--- config.mk ---
export PLATFORM = sky130hd
export DESIGN_NAME = asp_serial_port
export DESIGN_NICKNAME = d
export VERILOG_FILES = /design/src/asp_pkg.sv /design/src/asp_serial_port.sv /design/src/asp_sync.sv
export SDC_FILE = /design/constraint.sdc
export NUM_CORES = 1
export LEC_CHECK = 0
export ABC_AREA = 1
export CELL_PAD_IN_SITES_DETAIL_PLACEMENT = 1
export CELL_PAD_IN_SITES_GLOBAL_PLACEMENT = 2
export CORE_ASPECT_RATIO = 0.5
export CORE_MARGIN = 3
export CORE_UTILIZATION = 41
export CTS_CLUSTER_SIZE = 10
export DETAILED_ROUTE_END_ITERATION = 12
export DONT_BUFFER_PORTS = 1
export GPL_TIMING_DRIVEN = 0
export PLACE_DENSITY = 0.95
export SLEW_MARGIN = 20
export SYNTH_ARGS = -nofsm -noshare
export SYNTH_HDL_FRONTEND = slang
export SYNTH_SLANG_ARGS = --single-unit
--- constraint.sdc ---
create_clock -name clock -period 5.15 [get_ports clock]
set_input_delay 0.7725 -clock clock [delete_from_list [all_inputs] [get_ports clock]]
set_output_delay 0.7725 -clock clock [all_outputs]
set_load 0.005 [all_outputs]
--- src/asp_pkg.sv ---
// Shared constants and carrier types for the converter serial port.
// Assumes one system clock domain; the serial pins are asynchronous to it.
package asp_pkg;

  // Command byte field positions, first bit received is bit 7
  localparam int CMD_GATE_BIT = 7;
  localparam int CMD_RS_HI    = 5;
  localparam int CMD_RS_LO    = 4;
  localparam int CMD_DIR_BIT  = 3;

  // Register select codes
  localparam logic [1:0] RS_STATUS = 2'h0;
  localparam logic [1:0] RS_MODE   = 2'h1;
  localparam logic [1:0] RS_FILTER = 2'h2;
  localparam logic [1:0] RS_DATA   = 2'h3;

  // Transfer lengths in bits
  localparam logic [4:0] LEN_CMD    = 5'h08;
  localparam logic [4:0] LEN_STATUS = 5'h08;
  localparam logic [4:0] LEN_MODE   = 5'h10;
  localparam logic [4:0] LEN_FILTER = 5'h08;
  localparam logic [4:0] LEN_DATA   = 5'h18;

  // Run of ones on the serial input that resets the whole part
  localparam logic [5:0] ONES_RESET = 6'h20;

  // Reset values
  localparam logic [15:0] MODE_RST   = 16'h0000;
  localparam logic [7:0]  FILTER_RST = 8'h00;
  localparam logic [23:0] DATA_RST   = 24'h000000;

  // Status byte layout
  localparam int STAT_READY_BIT = 7;

  typedef enum logic [1:0] {
    ST_CMD,
    ST_WRITE,
    ST_READ
  } asp_state_t;

  typedef struct packed {
    logic [15:0] mode;
    logic [7:0]  filter;
  } asp_cfg_t;

  typedef struct packed {
    asp_state_t  st;
    logic [4:0]  bit_cnt;
    logic [4:0]  len;
    logic [23:0] shreg;
    logic [5:0]  ones;
    logic [1:0]  rs;
    logic        sclk_prev;
    logic        ready;
    logic [23:0] data;
    logic        dout;
    logic        oe_n;
    asp_cfg_t    cfg;
    logic        wr_pulse;
    logic        rd_done;
    logic        part_rst;
  } asp_regs_t;

endpackage : asp_pkg

--- src/asp_serial_port.sv ---
// Device end of the converter serial port: command byte, register writes,
// register and result reads, ready indication on the shared output pin.
// Assumes sclk, cs_n and din come from pins; conv_valid/conv_result come
// from the conversion core on the same clock.
`timescale 1ns/100ps

// Operation
// - Serial clock may pause between bursts; bit position is held across pauses.
// - Transfers happen only while select is low.
// - With select tied low the port still works over three wires.
// - Outside a read, the output line falls when a new conversion result becomes valid.
// - Output bits change on falling serial clock edges, sampled on rising ones.
// - A ready flag in the status register is set at each conversion end.
// - Select high releases the output line; ready flag keeps tracking.
// - Input bits shift in; the word goes to the register the command selected.
// - Each transaction starts with a command byte choosing read or write.
// - A one in the first command bit holds position; zero starts loading.
// - Command bytes arrive most significant bit first, gate bit first.
// - Thirty-two clocked ones on the input reset the whole part.
module asp_serial_port
  import asp_pkg::*;
(
  input  wire logic         clock,
  input  wire logic         rst_n,
  input  wire logic         sclk,
  input  wire logic         cs_n,
  input  wire logic         din,
  input  wire logic         conv_valid,
  input  wire logic [23:0]  conv_result,
  output logic              dout,
  output logic              dout_oe_n,
  output logic              ready,
  output asp_pkg::asp_cfg_t cfg,
  output logic              cfg_wr,
  output logic              data_read,
  output logic              part_reset
);
  import asp_pkg::*;

  logic      rst_a_q;
  logic      rst_b_q;
  logic      sclk_s;
  logic      cs_n_s;
  logic      din_s;
  logic      rise;
  logic      fall;
  logic      sel;
  logic      ready_set;
  logic [7:0] cmd;
  asp_regs_t r_q;
  asp_regs_t r_d;

  always_ff @(posedge clock or negedge rst_n) begin
    if (!rst_n) begin
      rst_a_q <= 1'b0;
      rst_b_q <= 1'b0;
    end else begin
      rst_a_q <= 1'b1;
      rst_b_q <= rst_a_q;
    end
  end

  // Serial clock idles high, so it resets high: no false edge follows reset
  asp_sync #(.RST_VAL(1'b1)) u_sync_sclk (
    .clock    (clock),
    .rst_n    (rst_b_q),
    .async_in (sclk),
    .sync_out (sclk_s)
  );

  asp_sync #(.RST_VAL(1'b1)) u_sync_cs (
    .clock    (clock),
    .rst_n    (rst_b_q),
    .async_in (cs_n),
    .sync_out (cs_n_s)
  );

  asp_sync #(.RST_VAL(1'b0)) u_sync_din (
    .clock    (clock),
    .rst_n    (rst_b_q),
    .async_in (din),
    .sync_out (din_s)
  );

  // Edges are found on the synchronised clock, so pauses of any length are harmless
  assign sel  = !cs_n_s;
  assign rise = sel && sclk_s && !r_q.sclk_prev;
  assign fall = sel && !sclk_s && r_q.sclk_prev;
  assign cmd  = {r_q.shreg[6:0], din_s};

  always_comb begin
    r_d           = r_q;
    r_d.sclk_prev = sclk_s;
    r_d.wr_pulse  = 1'b0;
    r_d.rd_done   = 1'b0;
    r_d.part_rst  = 1'b0;
    ready_set     = 1'b0;

    if (conv_valid) begin
      r_d.data  = conv_result;
      ready_set = 1'b1;
    end

    if (!sel) begin
      // Partial frames are dropped so the next select low starts clean
      r_d.st      = ST_CMD;
      r_d.bit_cnt = 5'h00;
      r_d.ones    = 6'h00;
    end else if (rise) begin
      if (din_s) begin
        r_d.ones = (r_q.ones == ONES_RESET) ? ONES_RESET : r_q.ones + 6'h01;
      end else begin
        r_d.ones = 6'h00;
      end

      unique case (r_q.st)
        ST_CMD: begin
          if (r_q.bit_cnt == 5'h00 && din_s) begin
            r_d.bit_cnt = 5'h00;
          end else if (r_q.bit_cnt == LEN_CMD - 5'h01) begin
            r_d.bit_cnt = 5'h00;
            r_d.rs      = cmd[CMD_RS_HI:CMD_RS_LO];
            if (cmd[CMD_DIR_BIT]) begin
              r_d.st = ST_READ;
              unique case (cmd[CMD_RS_HI:CMD_RS_LO])
                RS_STATUS: begin
                  r_d.len   = LEN_STATUS;
                  r_d.shreg = {r_q.ready, 7'h00, 16'h0000};
                end
                RS_MODE: begin
                  r_d.len   = LEN_MODE;
                  r_d.shreg = {r_q.cfg.mode, 8'h00};
                end
                RS_FILTER: begin
                  r_d.len   = LEN_FILTER;
                  r_d.shreg = {r_q.cfg.filter, 16'h0000};
                end
                RS_DATA: begin
                  r_d.len   = LEN_DATA;
                  r_d.shreg = r_q.data;
                end
              endcase
            end else begin
              unique case (cmd[CMD_RS_HI:CMD_RS_LO])
                RS_MODE: begin
                  r_d.st  = ST_WRITE;
                  r_d.len = LEN_MODE;
                end
                RS_FILTER: begin
                  r_d.st  = ST_WRITE;
                  r_d.len = LEN_FILTER;
                end
                // The command write itself is the whole access; data is read only
                default: r_d.st = ST_CMD;
              endcase
            end
          end else begin
            r_d.shreg   = {r_q.shreg[22:0], din_s};
            r_d.bit_cnt = r_q.bit_cnt + 5'h01;
          end
        end
        ST_WRITE: begin
          r_d.shreg   = {r_q.shreg[22:0], din_s};
          r_d.bit_cnt = r_q.bit_cnt + 5'h01;
          if (r_q.bit_cnt == r_q.len - 5'h01) begin
            r_d.st       = ST_CMD;
            r_d.bit_cnt  = 5'h00;
            r_d.wr_pulse = 1'b1;
            if (r_q.rs == RS_MODE) begin
              r_d.cfg.mode = {r_q.shreg[14:0], din_s};
            end else begin
              r_d.cfg.filter = {r_q.shreg[6:0], din_s};
            end
          end
        end
        ST_READ: begin
          r_d.bit_cnt = r_q.bit_cnt + 5'h01;
          if (r_q.bit_cnt == r_q.len - 5'h01) begin
            r_d.st      = ST_CMD;
            r_d.bit_cnt = 5'h00;
            if (r_q.rs == RS_DATA) begin
              r_d.rd_done = 1'b1;
              r_d.ready   = 1'b0;
            end
          end
        end
      endcase

      if (din_s && r_q.ones == ONES_RESET - 6'h01) begin
        r_d.st       = ST_CMD;
        r_d.bit_cnt  = 5'h00;
        r_d.cfg.mode = MODE_RST;
        r_d.cfg.filter = FILTER_RST;
        r_d.data     = DATA_RST;
        r_d.ready    = 1'b0;
        r_d.part_rst = 1'b1;
      end
    end else if (fall && r_q.st == ST_READ) begin
      r_d.dout  = r_q.shreg[23];
      r_d.shreg = {r_q.shreg[22:0], 1'b0};
    end

    // A new result wins over a clear in the same cycle
    if (ready_set) begin
      r_d.ready = 1'b1;
    end

    // Outside a read the line shows ready, active low, so a result gives a falling edge
    if (r_d.st != ST_READ) begin
      r_d.dout = !r_d.ready;
    end
    r_d.oe_n = !sel;
  end

  always_ff @(posedge clock or negedge rst_b_q) begin
    if (!rst_b_q) begin
      r_q <= '{st: ST_CMD, bit_cnt: 5'h00, len: LEN_CMD, shreg: 24'h000000,
               ones: 6'h00, rs: RS_STATUS, sclk_prev: 1'b1, ready: 1'b0,
               data: DATA_RST, dout: 1'b1, oe_n: 1'b1,
               cfg: '{mode: MODE_RST, filter: FILTER_RST},
               wr_pulse: 1'b0, rd_done: 1'b0, part_rst: 1'b0};
    end else begin
      r_q <= r_d;
    end
  end

  assign dout       = r_q.dout;
  assign dout_oe_n  = r_q.oe_n;
  assign ready      = r_q.ready;
  assign cfg        = r_q.cfg;
  assign cfg_wr     = r_q.wr_pulse;
  assign data_read  = r_q.rd_done;
  assign part_reset = r_q.part_rst;

endmodule : asp_serial_port

--- src/asp_sync.sv ---
// Two-flop synchroniser for a single asynchronous level.
// Assumes the destination clock and an already synchronised reset.
`timescale 1ns/100ps
module asp_sync #(
  parameter logic RST_VAL = 1'b0
) (
  input  wire logic clock,
  input  wire logic rst_n,
  input  wire logic async_in,
  output logic      sync_out
);
  logic meta_q;

  always_ff @(posedge clock or negedge rst_n) begin
    if (!rst_n) begin
      meta_q   <= RST_VAL;
      sync_out <= RST_VAL;
    end else begin
      meta_q   <= async_in;
      sync_out <= meta_q;
    end
  end
endmodule : asp_sync

Word level (Yosys, flattened, before mapping)
Index checks and enable logic that the tools add are counted.
{"block": "word_totals", "output_inout_bits": 30, "register_bits": 107, "input_bits": 30}
{"block": "op_classes", "mux": 52, "n_bitwise": 2, "addsub": 3, "eq_ne": 18, "n_reduce_logical": 30}
{"operator": "$mux 24", "count": 6}
{"operator": "$pmux 29 s4", "count": 1}
{"operator": "$mux 25", "count": 4}
{"operator": "$pmux 24 s2", "count": 1}
{"operator": "$mux 29", "count": 1}
{"operator": "$mux 26", "count": 1}
{"operator": "$mux 5", "count": 5}
{"operator": "$mux 7", "count": 3}
{"operator": "$reduce_and 5->1", "count": 4}
{"operator": "$mux 6", "count": 3}
{"operator": "$mux 16", "count": 1}
{"operator": "$mux 8", "count": 2}
{"operator": "$pmux 7 s2", "count": 1}
{"operator": "$mux 1", "count": 13}
{"operator": "$mux 12", "count": 1}
{"operator": "$mux 2", "count": 6}
{"operator": "$reduce_bool 2->1", "count": 6}
{"operator": "$pmux 5 s2", "count": 1}
{"operator": "$eq 2x2->1 const B", "count": 4}
{"operator": "$logic_and 1x1->1", "count": 7}
{"operator": "$add 6x1->6 const B", "count": 1}
{"operator": "$eq 2x1->1 const B", "count": 3}
{"operator": "$eq 6x5->1 const B", "count": 1}
{"operator": "$eq 6x6->1 const B", "count": 1}
{"operator": "other kinds (19)", "count": 28}

Depth between registers and ports, before layout
Gate-level depths: netlist of run 1.
{"block": "depth", "word_depth": 13, "depth_mapped": 12, "mapped_depth_nobuf": 11}

Hierarchy
A second synthesis of run 1 with hierarchy kept.
{"block": "hier_totals", "cells_unflattened": 709, "hier_area_um2": 5594.1}
{"module": "asp_serial_port", "seq_area_each_um2": 2457.4, "area_per_inst_um2": 5439.0, "n_inst": 1, "cells_per_inst": 703}
{"module": "asp_sync (u_sync_cs ...)", "seq_area_each_um2": 52.6, "area_per_inst_um2": 52.6, "n_inst": 2, "cells_per_inst": 2}
{"module": "asp_sync (u_sync_din)", "seq_area_each_um2": 50.0, "area_per_inst_um2": 50.0, "n_inst": 1, "cells_per_inst": 2}

Least setup slack after synthesis of run 1
Ideal clock, no wire load.
{"block": "synth_timing", "path_type": "reg-to-reg", "startpoint": "register r_q, in the netlist cmd[5]", "endpoint": "register r_q[74] (netlist bit)", "arrival_time_ns": 1.586, "path_stages_with_launch": 11, "path_buffers": 2, "period_less_slack_ns": 1.651, "slack_ns": 3.499, "t_required_ns": 5.085, "path_cell_list": "dfrtp_1 > inv_1 > ha_1 > clkbuf_1 > clkbuf_1 > nand3_1 > o21ai_0 > o21ai_0 > nor2_1 > nand2_1 > nand2_1"}
{"block": "synth_via", "elab_chain_cells": 7, "elab_cells_between_ends": 10, "cone_classes": "3 x eq/ne; 6 x mux; 1 x reduce/logical"}
{"item": "start: declaration", "line_no": "asp_serial_port.sv:50", "rtl": "asp_regs_t r_q;"}
{"item": "start signal: assignment", "line_no": "asp_serial_port.sv:217", "rtl": "r_q <= '{st: ST_CMD, bit_cnt: 5'h00, len: LEN_CMD, shreg: 24'h000000,"}
{"item": "start signal: assignment", "line_no": "asp_serial_port.sv:223", "rtl": "r_q <= r_d;"}
{"item": "$eq 2x2->1 (tied with other cells)", "line_no": "asp_serial_port.sv:125", "rtl": "unique case (cmd[CMD_RS_HI:CMD_RS_LO])"}
{"item": "$pmux 29 s4 (*)", "line_no": "asp_serial_port.sv:125"}
{"item": "$mux 24 (*)", "line_no": "asp_serial_port.sv:123", "rtl": "if (cmd[CMD_DIR_BIT]) begin"}
{"item": "$mux 24 (*)", "line_no": "asp_serial_port.sv:120", "rtl": "end else if (r_q.bit_cnt == LEN_CMD - 5'h01) begin"}
{"item": "$mux 29 (*)", "line_no": "asp_serial_port.sv:118", "rtl": "if (r_q.bit_cnt == 5'h00 && din_s) begin"}
{"item": "$pmux 24 s2 (*)", "line_no": "asp_serial_port.sv:116", "rtl": "unique case (r_q.st)"}
{"item": "$mux 24 (*)", "line_no": "asp_serial_port.sv:109", "rtl": "end else if (rise) begin"}
Every way passes the cells marked *; elsewhere a longest branch is shown, timed or not. The select of a mux whose other input is x is not followed.
A chain may end at the register's enable or synchronous reset.

Worst setup path after layout of run 1
{"block": "layout_timing", "startpoint": "register r_q, in the netlist cmd[5]", "endpoint": "register r_q[77] (netlist bit)"}
Same word-level chain as after synthesis.

==> results of run 1 <==
metrics by stage:
step	utilization	hold WS, ps	area [µm²]	setup WS [ps]
after floorplan	-	331	5560	2050
after global placement	0.445	338	5770	625
after detailed placement	0.448	336	5800	2830
after CTS	0.471	95.5	6100	2820
after global routing	0.471	81.8	6100	2630
final	0.471	100	6100	2770
area by class of cell:
type                            instances  area share
Clock buffer                            9      0.0369
Sequential cell                       104       0.429
Timing Repair Buffer                    1     0.00451
Buffer                                 49      0.0531
Multi-Input combinational cell        470       0.383
Inverter                               75      0.0461
Clock inverter                          7      0.0127
Tap cell                              170      0.0349
Yosys cell counts, drive strengths merged, types with 2 or more instances:
master,n,area share
nor2,43,0.036
ha,11,0.025
nand3,38,0.034
dfrtp,96,0.43
buf,38,0.051
nand3b,2,0.0027
dfstp,8,0.038
o21ai,91,0.093
clkbuf,11,0.0074
a21oi,13,0.014
o2111ai,2,0.0032
nor3,4,0.0056
o22ai,2,0.0034
inv,74,0.050
nand2,250,0.18
xor2,2,0.0032
nand4,6,0.0095
cells by family after synthesis:
group,Yosys count,synth area share
and+or+nand+nor,343,0.270
xor gates and xnor gates,3,0.00473
other,1,0.000675
buffers and inverters,124,0.109
AOI/OAI and AO/OA,112,0.121
DFF,104,0.470
adders and majority gates,11,0.0248
worst max-delay path: stages (launching register included):
cell and delay (ps):
sky130_fd_sc_hd__dfrtp_1 470, sky130_fd_sc_hd__inv_1 130, sky130_fd_sc_hd__ha_1 150, sky130_fd_sc_hd__clkbuf_1 410, sky130_fd_sc_hd__clkbuf_1 470, sky130_fd_sc_hd__nand3_1 200, sky130_fd_sc_hd__o21ai_0 120, sky130_fd_sc_hd__o21ai_0 130
sky130_fd_sc_hd__nor2_1 130, sky130_fd_sc_hd__nand2_1 70, sky130_fd_sc_hd__nand2_1 60
placed cells by master, fill, tap and decap left out, types with 2 or more instances in the layout:
cell	n
sky130_fd_sc_hd__buf_2	7
sky130_fd_sc_hd__o21ai_0	58
sky130_fd_sc_hd__nand2_1	228
sky130_fd_sc_hd__o21ai_2	17
sky130_fd_sc_hd__clkbuf_1	11
sky130_fd_sc_hd__nor2_1	35
sky130_fd_sc_hd__o21ai_1	16
sky130_fd_sc_hd__nand3b_1	2
sky130_fd_sc_hd__nand4_1	5
sky130_fd_sc_hd__o2111ai_1	2
sky130_fd_sc_hd__nand3_1	38
sky130_fd_sc_hd__ha_1	11
sky130_fd_sc_hd__buf_4	27
sky130_fd_sc_hd__inv_1	66
sky130_fd_sc_hd__nand2_2	19
sky130_fd_sc_hd__xor2_1	2
sky130_fd_sc_hd__nor2_2	6
sky130_fd_sc_hd__dfrtp_1	95
sky130_fd_sc_hd__clkbuf_16	9
sky130_fd_sc_hd__inv_2	8
sky130_fd_sc_hd__a21oi_1	12
sky130_fd_sc_hd__dfstp_2	8
sky130_fd_sc_hd__clkinv_2	2
sky130_fd_sc_hd__inv_6	2
sky130_fd_sc_hd__nor3_1	3
sky130_fd_sc_hd__buf_6	4
sky130_fd_sc_hd__nand2_4	3
per-layer routing:
| metal | part of all wire | vias to the layer above | global-route usage | wire length [µm] |
|---|---|---|---|---|
| met2 | 0.46 | 80 | 0.349 | 7050 |
| met4 | 0.016 | 0 | 0.0434 | 245 |
| met1 | 0.49 | 2317 | 0.305 | 7510 |
| met5 | 0 | - | 0 | 0 |
| met3 | 0.036 | 18 | 0.0406 | 556 |
| li1 | - | 2187 | - | - |
worst min path at each step:
stage	end	slack [ps]	cells past startpoint
6_report	rst_b_q	100	0
5_1_grt	rst_b_q	80	0
2_1_floorplan	rst_b_q	330	0
4_1_cts	rst_b_q	100	0
3_3_place_gp	u_sync_din.sync_out	340	0
3_5_place_dp	rst_b_q	340	0
power by group through the flow:
stage	Clock, mW	Combinational (mW)	Sequential, mW
2_1_floorplan	0	0.185	0.953
3_3_place_gp	0	0.237	0.978
3_5_place_dp	0	0.260	0.973
4_1_cts	0.723	0.263	0.958
5_1_grt	0.756	0.301	0.968
6_report	0.712	0.262	0.958
==> results, run 1 <==
- In this run, post-CTS repair resized a total of 0 instances.
- For this block, the initial DRC count from the detailed router was approximately 420.
- The final worst clock skew is ~13 ps.
- In this run the clock root is driven by a sky130_fd_sc_hd__clkbuf_16.
- The number of clock sinks seen by CTS is about 100.
- The share of total power dissipated in combinational logic is 0.136.
- The count of inserted antenna diode cells is 0.
- The hold buffer count at cts is 0.
- For this run, the post-layout net count is ~750.
- For this design the ratio of total power to cell area is about 320 mW/mm².
- The worst register-to-register path ends at r_q[77].
- Counting flops and latches in the post-synthesis netlist gives 104.
- The number of flip-flops under the largest register name is 59.
- TritonCTS built the clock tree.
- Detailed placement finished with a half-perimeter wire length of 11700 µm.
- The routed wire length is between 15000 and 20000 µm.
- The run finished with clean final reports.
- At the end of routability-driven placement, the weighted congestion stood at ~0.92.
- The number of hold violations in the final report is 0.
- The die covers between 0.015 and 0.02 mm².
- No sink is reached through more buffers than the 2 on the longest clock path.
- The starting density of the core is 0.429.
- Before antenna repair, the detailed router went through 5 iterations.
- The design internal power is ~1.4 mW.
- The worst register-to-register path begins at cmd[5].
- Counting flops per register, the top entry is r_q.
- Measured in cells, the most critical reg-to-reg path has a length of 10.
- The main flop type after synthesis is sky130_fd_sc_hd__dfrtp_1.
- The maximum number of pins on one net before global-route repair is between 50 and 60.
- For this design the static power due to leakage is between 3 and 4 nW.
- The max-cap check violation count is 0.
- At the pin with the least slew margin, the transition time is 694 ps.
- The die outline width is between 150 and 200 µm.
- Counting flops with an async set or reset pin after synthesis yields a share of 1.00.
- The share of total power dissipated in sequential elements is 0.496.
- The cell area after technology mapping is between 0.005 and 0.006 mm².
- The class of the tightest hold or removal check is primary input to async pin.
- Dividing the detail-routed wire length by the instance count gives approximately 17 µm.
- The reported net switching power is roughly 0.57 mW.
- The number of cell rows is 29.
- The number of clock buffers inserted by TritonCTS is 9.
- The H-tree generated during clock tree synthesis spans 3 levels.
- The floorplan step set the die height to ~88 µm.
- After detailed routing, the number of remaining DRC violations is 0.
- Setup violations remaining at the end of the flow were counted as 0.
- For this run, the number of Yosys warnings is 0.
- The arrival time reported for the critical path endpoint is approximately 2700 ps.
- Of all nets on the critical path, the largest fanout is 10.
- The number of pins with negative max-slew slack in the final report is 0.
- The worst slew slack as a fraction of its limit is 0.537.
- The portion of the post-synthesis area used by sequential elements is 0.470.
- The shortest period the worst path allows is around 2400 ps.
- Overall power consumption after layout is estimated at around 1.9 mW.
- The critical path class is flip-flop to flip-flop.
- The via count of the first global-routing pass was approximately 4800.
- Once layout is complete, the cells apart from fillers number 885.
- The number of nets handed over by synthesis was 739.
- The synthesized design contains 0 enable-type register cells.
- The later pin in the worst-skew pair is clocked with a latency of between 300 and 400 ps.
- Once the clock tree was built, the setup fixing pass inserted 0 buffers.
- The final route contains 4602 vias.
- In this run the tool buffered the top-level ports with 0 buffer cells.
- Of the total power, the share spent switching nets is 0.297.
- The overall fraction of global-route tracks in use is 0.215.
- The wire length of the first global-routing pass is between 20000 and 30000 µm.
- The capture point of the worst path is r_q[77].
- In the finished design, the share of the clock period the worst path needs comes to 0.463.
- The required time reported for the critical path endpoint is ~5500 ps.
- The global-route congestion overflow total is 0.
- For flop-to-flop paths, the worst setup slack is 2770 ps.
- Synthesis instantiated 38 different standard cells from the library.
- The launching instance or port of the critical path is cmd[5].
- Compared with the post-synthesis result, the final layout area differs by 9.84%.
- The count of nets left with antenna violations once routing finished came out at 0.
- The initial antenna violation count was 0.
- Derived from the worst setup path, the maximum achievable clock frequency is around 0.42 GHz.
- The clock transition at the registers of the reported paths is roughly 80 ps.
- The gate count after technology mapping is 698.
- 60 I/O pins were placed.
- The sequential cell area is approximately 0.0026 mm².
- The total negative slack is 0 ps.
- The area used by multi-input combinational logic is 0.00234 mm².
- Dividing the detail-routed via count by the number of cells gives ~5.2.
- The layout has roughly 1600 filler cells.
- The share of total power dissipated in the clock network is 0.368.
- Setup repair after global routing left no endpoint under its margin.
- The number of placed instances, taps included is roughly 870.
- STA classifies the critical path endpoint as a flip-flop.
- The share of post-route cells with drive strength above 1 is 0.173.
- The largest vdd supply drop is 0.169 mV.
- The mean cell area of the mapped netlist is 7.96 µm².
- The sort of element at the start of the critical path is a flip-flop.
- In this run the standard cell core region covers roughly 0.013 mm².
Note: power is estimated with default switching activity, not from simulation.
==> run 2, diff against run 1 <==
--- a/config.mk
+++ b/config.mk
@@ -10,12 +10,12 @@
 export CELL_PAD_IN_SITES_GLOBAL_PLACEMENT = 2
 export CORE_ASPECT_RATIO = 0.5
 export CORE_MARGIN = 3
-export CORE_UTILIZATION = 41
+export CORE_UTILIZATION = 38
 export CTS_CLUSTER_SIZE = 10
 export DETAILED_ROUTE_END_ITERATION = 12
 export DONT_BUFFER_PORTS = 1
 export GPL_TIMING_DRIVEN = 0
-export PLACE_DENSITY = 0.95
+export PLACE_DENSITY = 0.92
 export SLEW_MARGIN = 20
 export SYNTH_ARGS = -nofsm -noshare
 export SYNTH_HDL_FRONTEND = slang
==> constraint.sdc (replaced) <==
create_clock -name clock -period 2.2 [get_ports clock]
set_input_delay 0.33 -clock clock [delete_from_list [all_inputs] [get_ports clock]]
set_output_delay 0.33 -clock clock [all_outputs]
set_load 0.005 [all_outputs]
==> results, run 2 (same netlist as run 1, synthesis figures left out) <==
- The flow ran to the end, and the final reports show no timing, DRC or antenna violations.
- The clock root buffer is sky130_fd_sc_hd__clkbuf_16.
- From synthesis to final layout, the design area changed by 10.9%.
- The total negative slack is 0 ps.
- The number of pins with negative max-slew slack in the final report is 0.
- The tool flagged a number of max-cap violations equal to 0.
- The delay contributed by the slowest stage of the critical path is slightly below 500 ps.
- Across all hold checks on the routed design, the worst slack comes to approximately 180 ps.
- Derived from the worst setup path, the maximum achievable clock frequency is ~0.48 GHz.
- The TritonCTS clock tree is built.
- Buffers placed on the I/O ports in this run total 0.
- Of the cells placed in the final design, the portion with a size suffix greater than 1 is 0.175.
- The actual slew at the worst max-slew pin is between 500 and 600 ps.
- Walking the worst path, the cells encountered are inv_1 > ha_1 > nor2_1 > nand2_2 > o21ai_0 > o21ai_0 > nor2_1 > nand2_1 > nand2_1.
- The critical path class is flip-flop to flip-flop.
- The height of the chip is between 90 and 100 µm.
- The number of remaining DRC errors is 0.
- The area enclosed by the die boundary is roughly 0.016 mm².
- r_q holds more flip-flops than any other register.
- The global-route congestion overflow total is 0.
- The arrival time reported for the critical path endpoint is 2360 ps.
- Summed over all nets, the half-perimeter wirelength after detailed placement is ~12000 µm.
- The class of the tightest hold or removal check is primary input to flip-flop.
- For this run, the total global-route usage over all layers was measured as 0.202.
- The analysis attributes to cell leakage a power of about 3.1 nW.
- The number of clock sinks seen by CTS is 104.
- The area used by multi-input combinational logic is about 0.0023 mm².
- In the routed layout, each cell is associated on average with a via count of around 5.
- The largest vdd supply drop is about 0.40 mV.
- The register with the most flip-flops in the layout has 59 of them.
- Across the routed clock network, the largest skew measured is between 10 and 15 ps.
- Measured along the x axis, the die boundary spans ~180 µm.
- Buffers inserted during clock tree synthesis total 9.
- The via count of the first global-routing pass was ~4700.
- The total power density per cell area is about 720 mW/mm².
- In this run the worst path has a maximum fanout of 10.
- Setup repair after global routing left no endpoint under its margin.
- The final-report setup violation count is 0.
- The clock network latency to the later pin of the worst-skew pair is between 300 and 400 ps.
- The clock period could shrink to around 2100 ps.
- The sequential cell area is around 0.0026 mm².
- The number of antenna diodes in the final layout is 0.
- Summed over all layers, the routed wires come to around 16000 µm.
- The required time reported for the critical path endpoint is about 2500 ps.
- The wire length of the first global-routing pass is 25600 µm.
- The first-pass iteration count of the detailed router is 4.
- The met2 track utilization from global routing is 0.326.
- The top cell types in the final layout, fill and taps aside, are sky130_fd_sc_hd__nand2_1, sky130_fd_sc_hd__dfrtp_1, sky130_fd_sc_hd__inv_1, sky130_fd_sc_hd__o21ai_0, sky130_fd_sc_hd__nand3_1.
- The number of cells in the finished layout apart from fillers is 911.
- The library cell used most frequently in the layout, excluding fill and tap cells, is sky130_fd_sc_hd__nand2_1.
- The initial detailed-routing violation count is approximately 300.
- Counting along the longest clock path gives a buffer depth of 2.
- The met3 global-route usage is 0.0384.
- The number of hold violations in the final report is 0.
- The average wire length per cell after detail routing is 17.1 µm.
- The count of H-tree levels built during CTS is 3.
- The worst slew slack as a fraction of its limit is 0.646.
- With fillers left out, the area of the finished cells amounts to 0.00616 mm².
- The initial antenna violation count is 0.
- The end-of-flow core utilization is 0.443.
- In this run the remaining antenna-violating nets after routing total 0.
- The final period utilization is 0.939.
- The cell area after placement is a little under 0.006 mm².
- 60 I/O pins were placed.
- The number of filler instances in the final layout is ~1700.
- After floorplanning, the core was sized to cover roughly 0.014 mm².
- The post-layout net count is about 760.
- The floorplan has 30 rows.
- The sort of element at the start of the critical path is a flip-flop.
- The category of the worst setup path capture point is a flip-flop.
- The peak-usage layer in the global routing report is met2.
- The total vias in the final route is approximately 4600.
- For met1 alone, demand over resource in global routing was 0.286.
- Clock-pin slew was measured on the worst setup and hold paths at 80 ps.
- The setup slack of the worst register-to-register path is 130 ps.
- The master of the slowest instance on the critical path is sky130_fd_sc_hd__dfrtp_1.
- The starting density of the core is 0.399.
- The number of placed instances, taps included is 892.
- The final RePlAce weighted congestion is roughly 0.85.
- The maximum number of pins on one net before global-route repair is 40.
-- run 2: per-stage QoR --
| step | setup slack (ps) | power (mW) |
|---|---|---|
| 2_1_floorplan | 464 | 2.66 |
| 3_3_place_gp | -291 | 2.84 |
| 3_5_place_dp | -65.3 | 2.89 |
| 4_1_cts | 72.3 | 4.45 |
| 5_1_grt | 7.56 | 4.66 |
| 6_report | 133 | 4.41 |
-- run 2: path summary, 6_finish.rpt --
path	start	cells after the start	to
hold reg to reg	rst_b_q	0	r_q[46]
hold / removal	conv_result[17]	4	r_q[46]
setup / recovery	cmd[5]	9	r_q[71]
setup reg to reg	cmd[5]	9	r_q[71]
min in group asynchronous	rst_n	1	rst_b_q
max in group asynchronous	rst_b_q	2	u_sync_sclk.meta_q
-- run 2: critical path, delay by kind of cell, from the launching register on --
family	cells	cell delay, ps
AND/OR/NAND/NOR	5	770
adder cells (fa/ha/maj)	1	260
buffers and inverters	1	130
flip-flops	1	490
AO/OA/AOI/OAI	2	370
-- run 2: what timing repair did --
item / in CTS / in global routing
pin swaps: 0 / 0
hold buffers: 4 / 0
endpoints found under the hold margin: 5 / 0
buffers inserted: 0 / 0
resized for setup: 1 / 5
endpoints found under the setup margin: 5 / 12
-- run 2: routing by layer --
metal / up-vias / routed length, µm
met5: - / 0
met1: 2269 / 7530
met3: 12 / 616
li1: 2205 / -
met4: 0 / 116
met2: 75 / 7310
-- run 2: layout make-up --
type | instances | share of cell area
clock inverters | 5 | 0.00670
flip-flops and latches | 104 | 0.425
repair buffers | 6 | 0.0130
multi-input cells | 470 | 0.381
inverters | 75 | 0.0457
clock buffers | 11 | 0.0378
plain buffers | 48 | 0.0526
well taps | 192 | 0.0390
-- run 2: power by group --
| part | leakage [nW] | internal [mW] | switching [mW] |
|---|---|---|---|
| combinational | 1.64 | 0.211 | 0.424 |
| sequential | 1.32 | 2.08 | 0.154 |
| clock | 0.132 | 0.782 | 0.754 |
==> run 3, diff against run 2 <==
--- a/config.mk
+++ b/config.mk
@@ -15,6 +15,7 @@
 export DETAILED_ROUTE_END_ITERATION = 12
 export DONT_BUFFER_PORTS = 1
 export GPL_TIMING_DRIVEN = 0
+export MAX_ROUTING_LAYER = met4
 export PLACE_DENSITY = 0.92
 export SLEW_MARGIN = 20
 export SYNTH_ARGS = -nofsm -noshare
==> results, run 3 (same netlist as run 1, synthesis figures left out) <==
- The clock network latency to the later pin of the worst-skew pair is between 300 and 400 ps.
- The initial antenna violation count is 0.
- The number of cell rows is 30.
- The maximum number of pins on one net before global-route repair is 40.
- The master of the slowest instance on the critical path is sky130_fd_sc_hd__dfrtp_1.
- The first detailed-routing pass took 4 iterations.
- The clock passes through at most 2 buffers.
- The startpoint of the worst register-to-register path is cmd[4].
- At the worst endpoint, the required time is between 2000 and 3000 ps.
- The number of antenna diodes in the final layout is 0.
- The design draws 4.41 mW.
- The total buffers and inverters traversed by the critical path is 1.
- The class of the tightest hold or removal check is primary input to flip-flop.
- The number of pins with negative max-slew slack in the final report was 0.
- The critical path class is flip-flop to flip-flop.
- Input and output buffers added on the ports amount to 0.
- In the final routed layout, each cell accounts on average for about 17 µm.
- Wires add up to ~16000 µm.
- The number of flip-flops under the largest register name is a little under 60.
- The total power density per cell area is around 720 mW/mm².
- From bottom edge to top edge, the die measures a little over 90 µm.
- The die outline width is between 150 and 200 µm.
- Of the total power, the clock network draws 0.349.
- The number of filler instances in the final layout is approximately 1700.
- In this run, CTS created clock tree buffers numbering 9.
- The post-synthesis to final-layout area growth is 10.9%.
- The sequential cells in the finished layout cover a total of between 0.002 and 0.003 mm².
- The worst slew slack as a fraction of its limit is 0.640.
- The initial detailed-routing violation count is between 300 and 400.
- Leaving out fill and tap cells, the most frequent cells in the layout are sky130_fd_sc_hd__nand2_1, sky130_fd_sc_hd__dfrtp_1, sky130_fd_sc_hd__inv_1, sky130_fd_sc_hd__o21ai_0, sky130_fd_sc_hd__nand3_1.
- The worst setup path is launched from a flip-flop.
- The starting density of the core is 0.399.
- For the pin with the worst max-slew slack, the measured transition is between 500 and 600 ps.
- In this run the worst setup path begins at cmd[4].
- IR analysis of the VDD net gives a maximum drop of 0.403 mV.
- The worst register-to-register path has a setup slack of about 130 ps.
- The share of total power dissipated in combinational logic is 0.144.
- The final-report setup violation count is 0.
- The H-tree generated during clock tree synthesis spans 3 levels.
- The global-route congestion overflow total is 0.
- The TritonCTS clock tree is built.
- The final RePlAce weighted congestion is just under 0.9.
- The delay contributed by the slowest stage of the critical path is 470 ps.
- The portion of total power attributed to sequential cells is 0.507.
- The final layout contains around 760 nets.
- The area used by multi-input combinational logic is 0.00235 mm².
- The wire length of the first global-routing pass is ~26000 µm.
- The fraction of power spent switching nets is 0.303.
- The number of remaining DRC errors is 0.
- The area enclosed by the die boundary is roughly 0.016 mm².
- For this run, the top clock speed supported by timing is approximately 0.48 GHz.
- For this design the static power due to leakage is approximately 3.1 nW.
- The largest delay contributor family on the critical path is simple AND/OR/NAND/NOR gates.
- Setup repair after global routing left no endpoint under its margin.
- In this run the worst path has a maximum fanout of 10.
- The critical path goes through inv_1 > ha_1 > nor2_1 > nand2_2 > o21ai_0 > nor2_1 > nor2_1 > nand2_1 > nand2_1.
- The cell occurring most often along the worst timing path is sky130_fd_sc_hd__nor2_1.
- Of the cells placed in the final design, the portion with a size suffix greater than 1 is 0.174.
- The via count of the first global-routing pass is ~4700.
- Ranked by flip-flop count, first place goes to r_q.
- The number of routed nets with antenna violations is 0.
- The max-cap check violation count is 0.
- Dividing the detail-routed via count by the number of cells gives between 4 and 5.
- Once detailed placement completed, the half-perimeter wirelength came to roughly 12000 µm.
- The flow ran to the end, and the final reports show no timing, DRC or antenna violations.
- After clock tree synthesis, the clock-pin slew on the worst setup and hold paths is 80 ps.
- For the final database, setup skew stands at between 10 and 15 ps.
- The library cell used most frequently in the layout, excluding fill and tap cells, is sky130_fd_sc_hd__nand2_1.
- The overall fraction of global-route tracks in use is 0.208.
- The top-level port count is 60.
- Summed over all nets, the switching power comes to approximately 1.3 mW.
- For this design, the sink count on the clock tree is around 100.
- The design internal power is slightly above 3 mW.
- The floorplan step defined a core boundary enclosing 0.0139 mm².
- The shortest period the worst path allows is just over 2000 ps.
- The category of the worst setup path capture point is a flip-flop.
- Dividing the final minimum period by the clock period gives 0.939.
- Detailed routing inserted a total of around 4500 vias.
- At the end of the flow the core is filled with cells to 0.442.
- The arrival time reported for the critical path endpoint is between 2000 and 2500 ps.
- The number of hold violations in the final report came to 0.
- The startpoint of the worst hold path is conv_result[17].
- The clock root buffer is sky130_fd_sc_hd__clkbuf_16.
## run 3: cell counts in the layout (fill, tap and decap cells not counted)
No cell type changed its count.
## run 3: routing by layer
layer,global-route usage,wire length [µm],up-vias
met1,0.288,7720,2267
li1,-,-,2200
met3,0.0359,474,12
met4,0.0372,117,0
met2,0.326,7310,52
met5,-,0,-
## run 3: layout make-up
cell class / instances / area share
Timing Repair Buffer: 6 / 0.0130
Tap cell: 192 / 0.0390
Inverter: 75 / 0.0457
Multi-Input combinational cell: 470 / 0.381
Buffer: 48 / 0.0526
Clock inverter: 5 / 0.00670
Clock buffer: 11 / 0.0378
Sequential cell: 104 / 0.425
## run 3: path summary, 6_finish.rpt
kind                            depth (start not counted)            endpoint
min in group asynchronous                               1             rst_b_q
worst max register to register                          9             r_q[76]
worst max-delay path                                    9             r_q[76]
worst min register to register                          0             r_q[46]
worst min-delay path                                    4             r_q[46]
max in group asynchronous                               2  u_sync_sclk.meta_q
## run 3: timing repair
action,CTS,global route
endpoints found under the hold margin,5,0
gates resized for setup,1,4
hold buffers,4,0
endpoints found under the setup margin,5,10
setup buffers,0,0
## run 3: worst min-delay path, cell delays in order
cell	delay [ps]
sky130_fd_sc_hd__nand2_1	30
sky130_fd_sc_hd__nand2_1	50
sky130_fd_sc_hd__nand2_1	40
sky130_fd_sc_hd__inv_1	40
## run 3: through the flow
stage                     setup TNS (ps)  area (µm²)  instances  setup slack [ps]  hold WS [ps]
after CTS                              0        6160        912              72.3           170
after global placement            -26280        5800        890              -291          34.5
after global routing                   0        6160        911              8.62           187
final                                  0        6160        911               134           177
after floorplan                        0        5560        698               464          34.4
after detailed placement            -139        5840        892             -65.3          34.5
## run 3: power groups by stage
stage               Combinational, mW  Sequential (mW)  Clock [mW]
floorplan                       0.434             2.23           0
finish                          0.636             2.24        1.54
global route                    0.731             2.26        1.67
global placement                0.555             2.29           0
detailed placement              0.615             2.27           0
CTS                             0.631             2.24        1.58
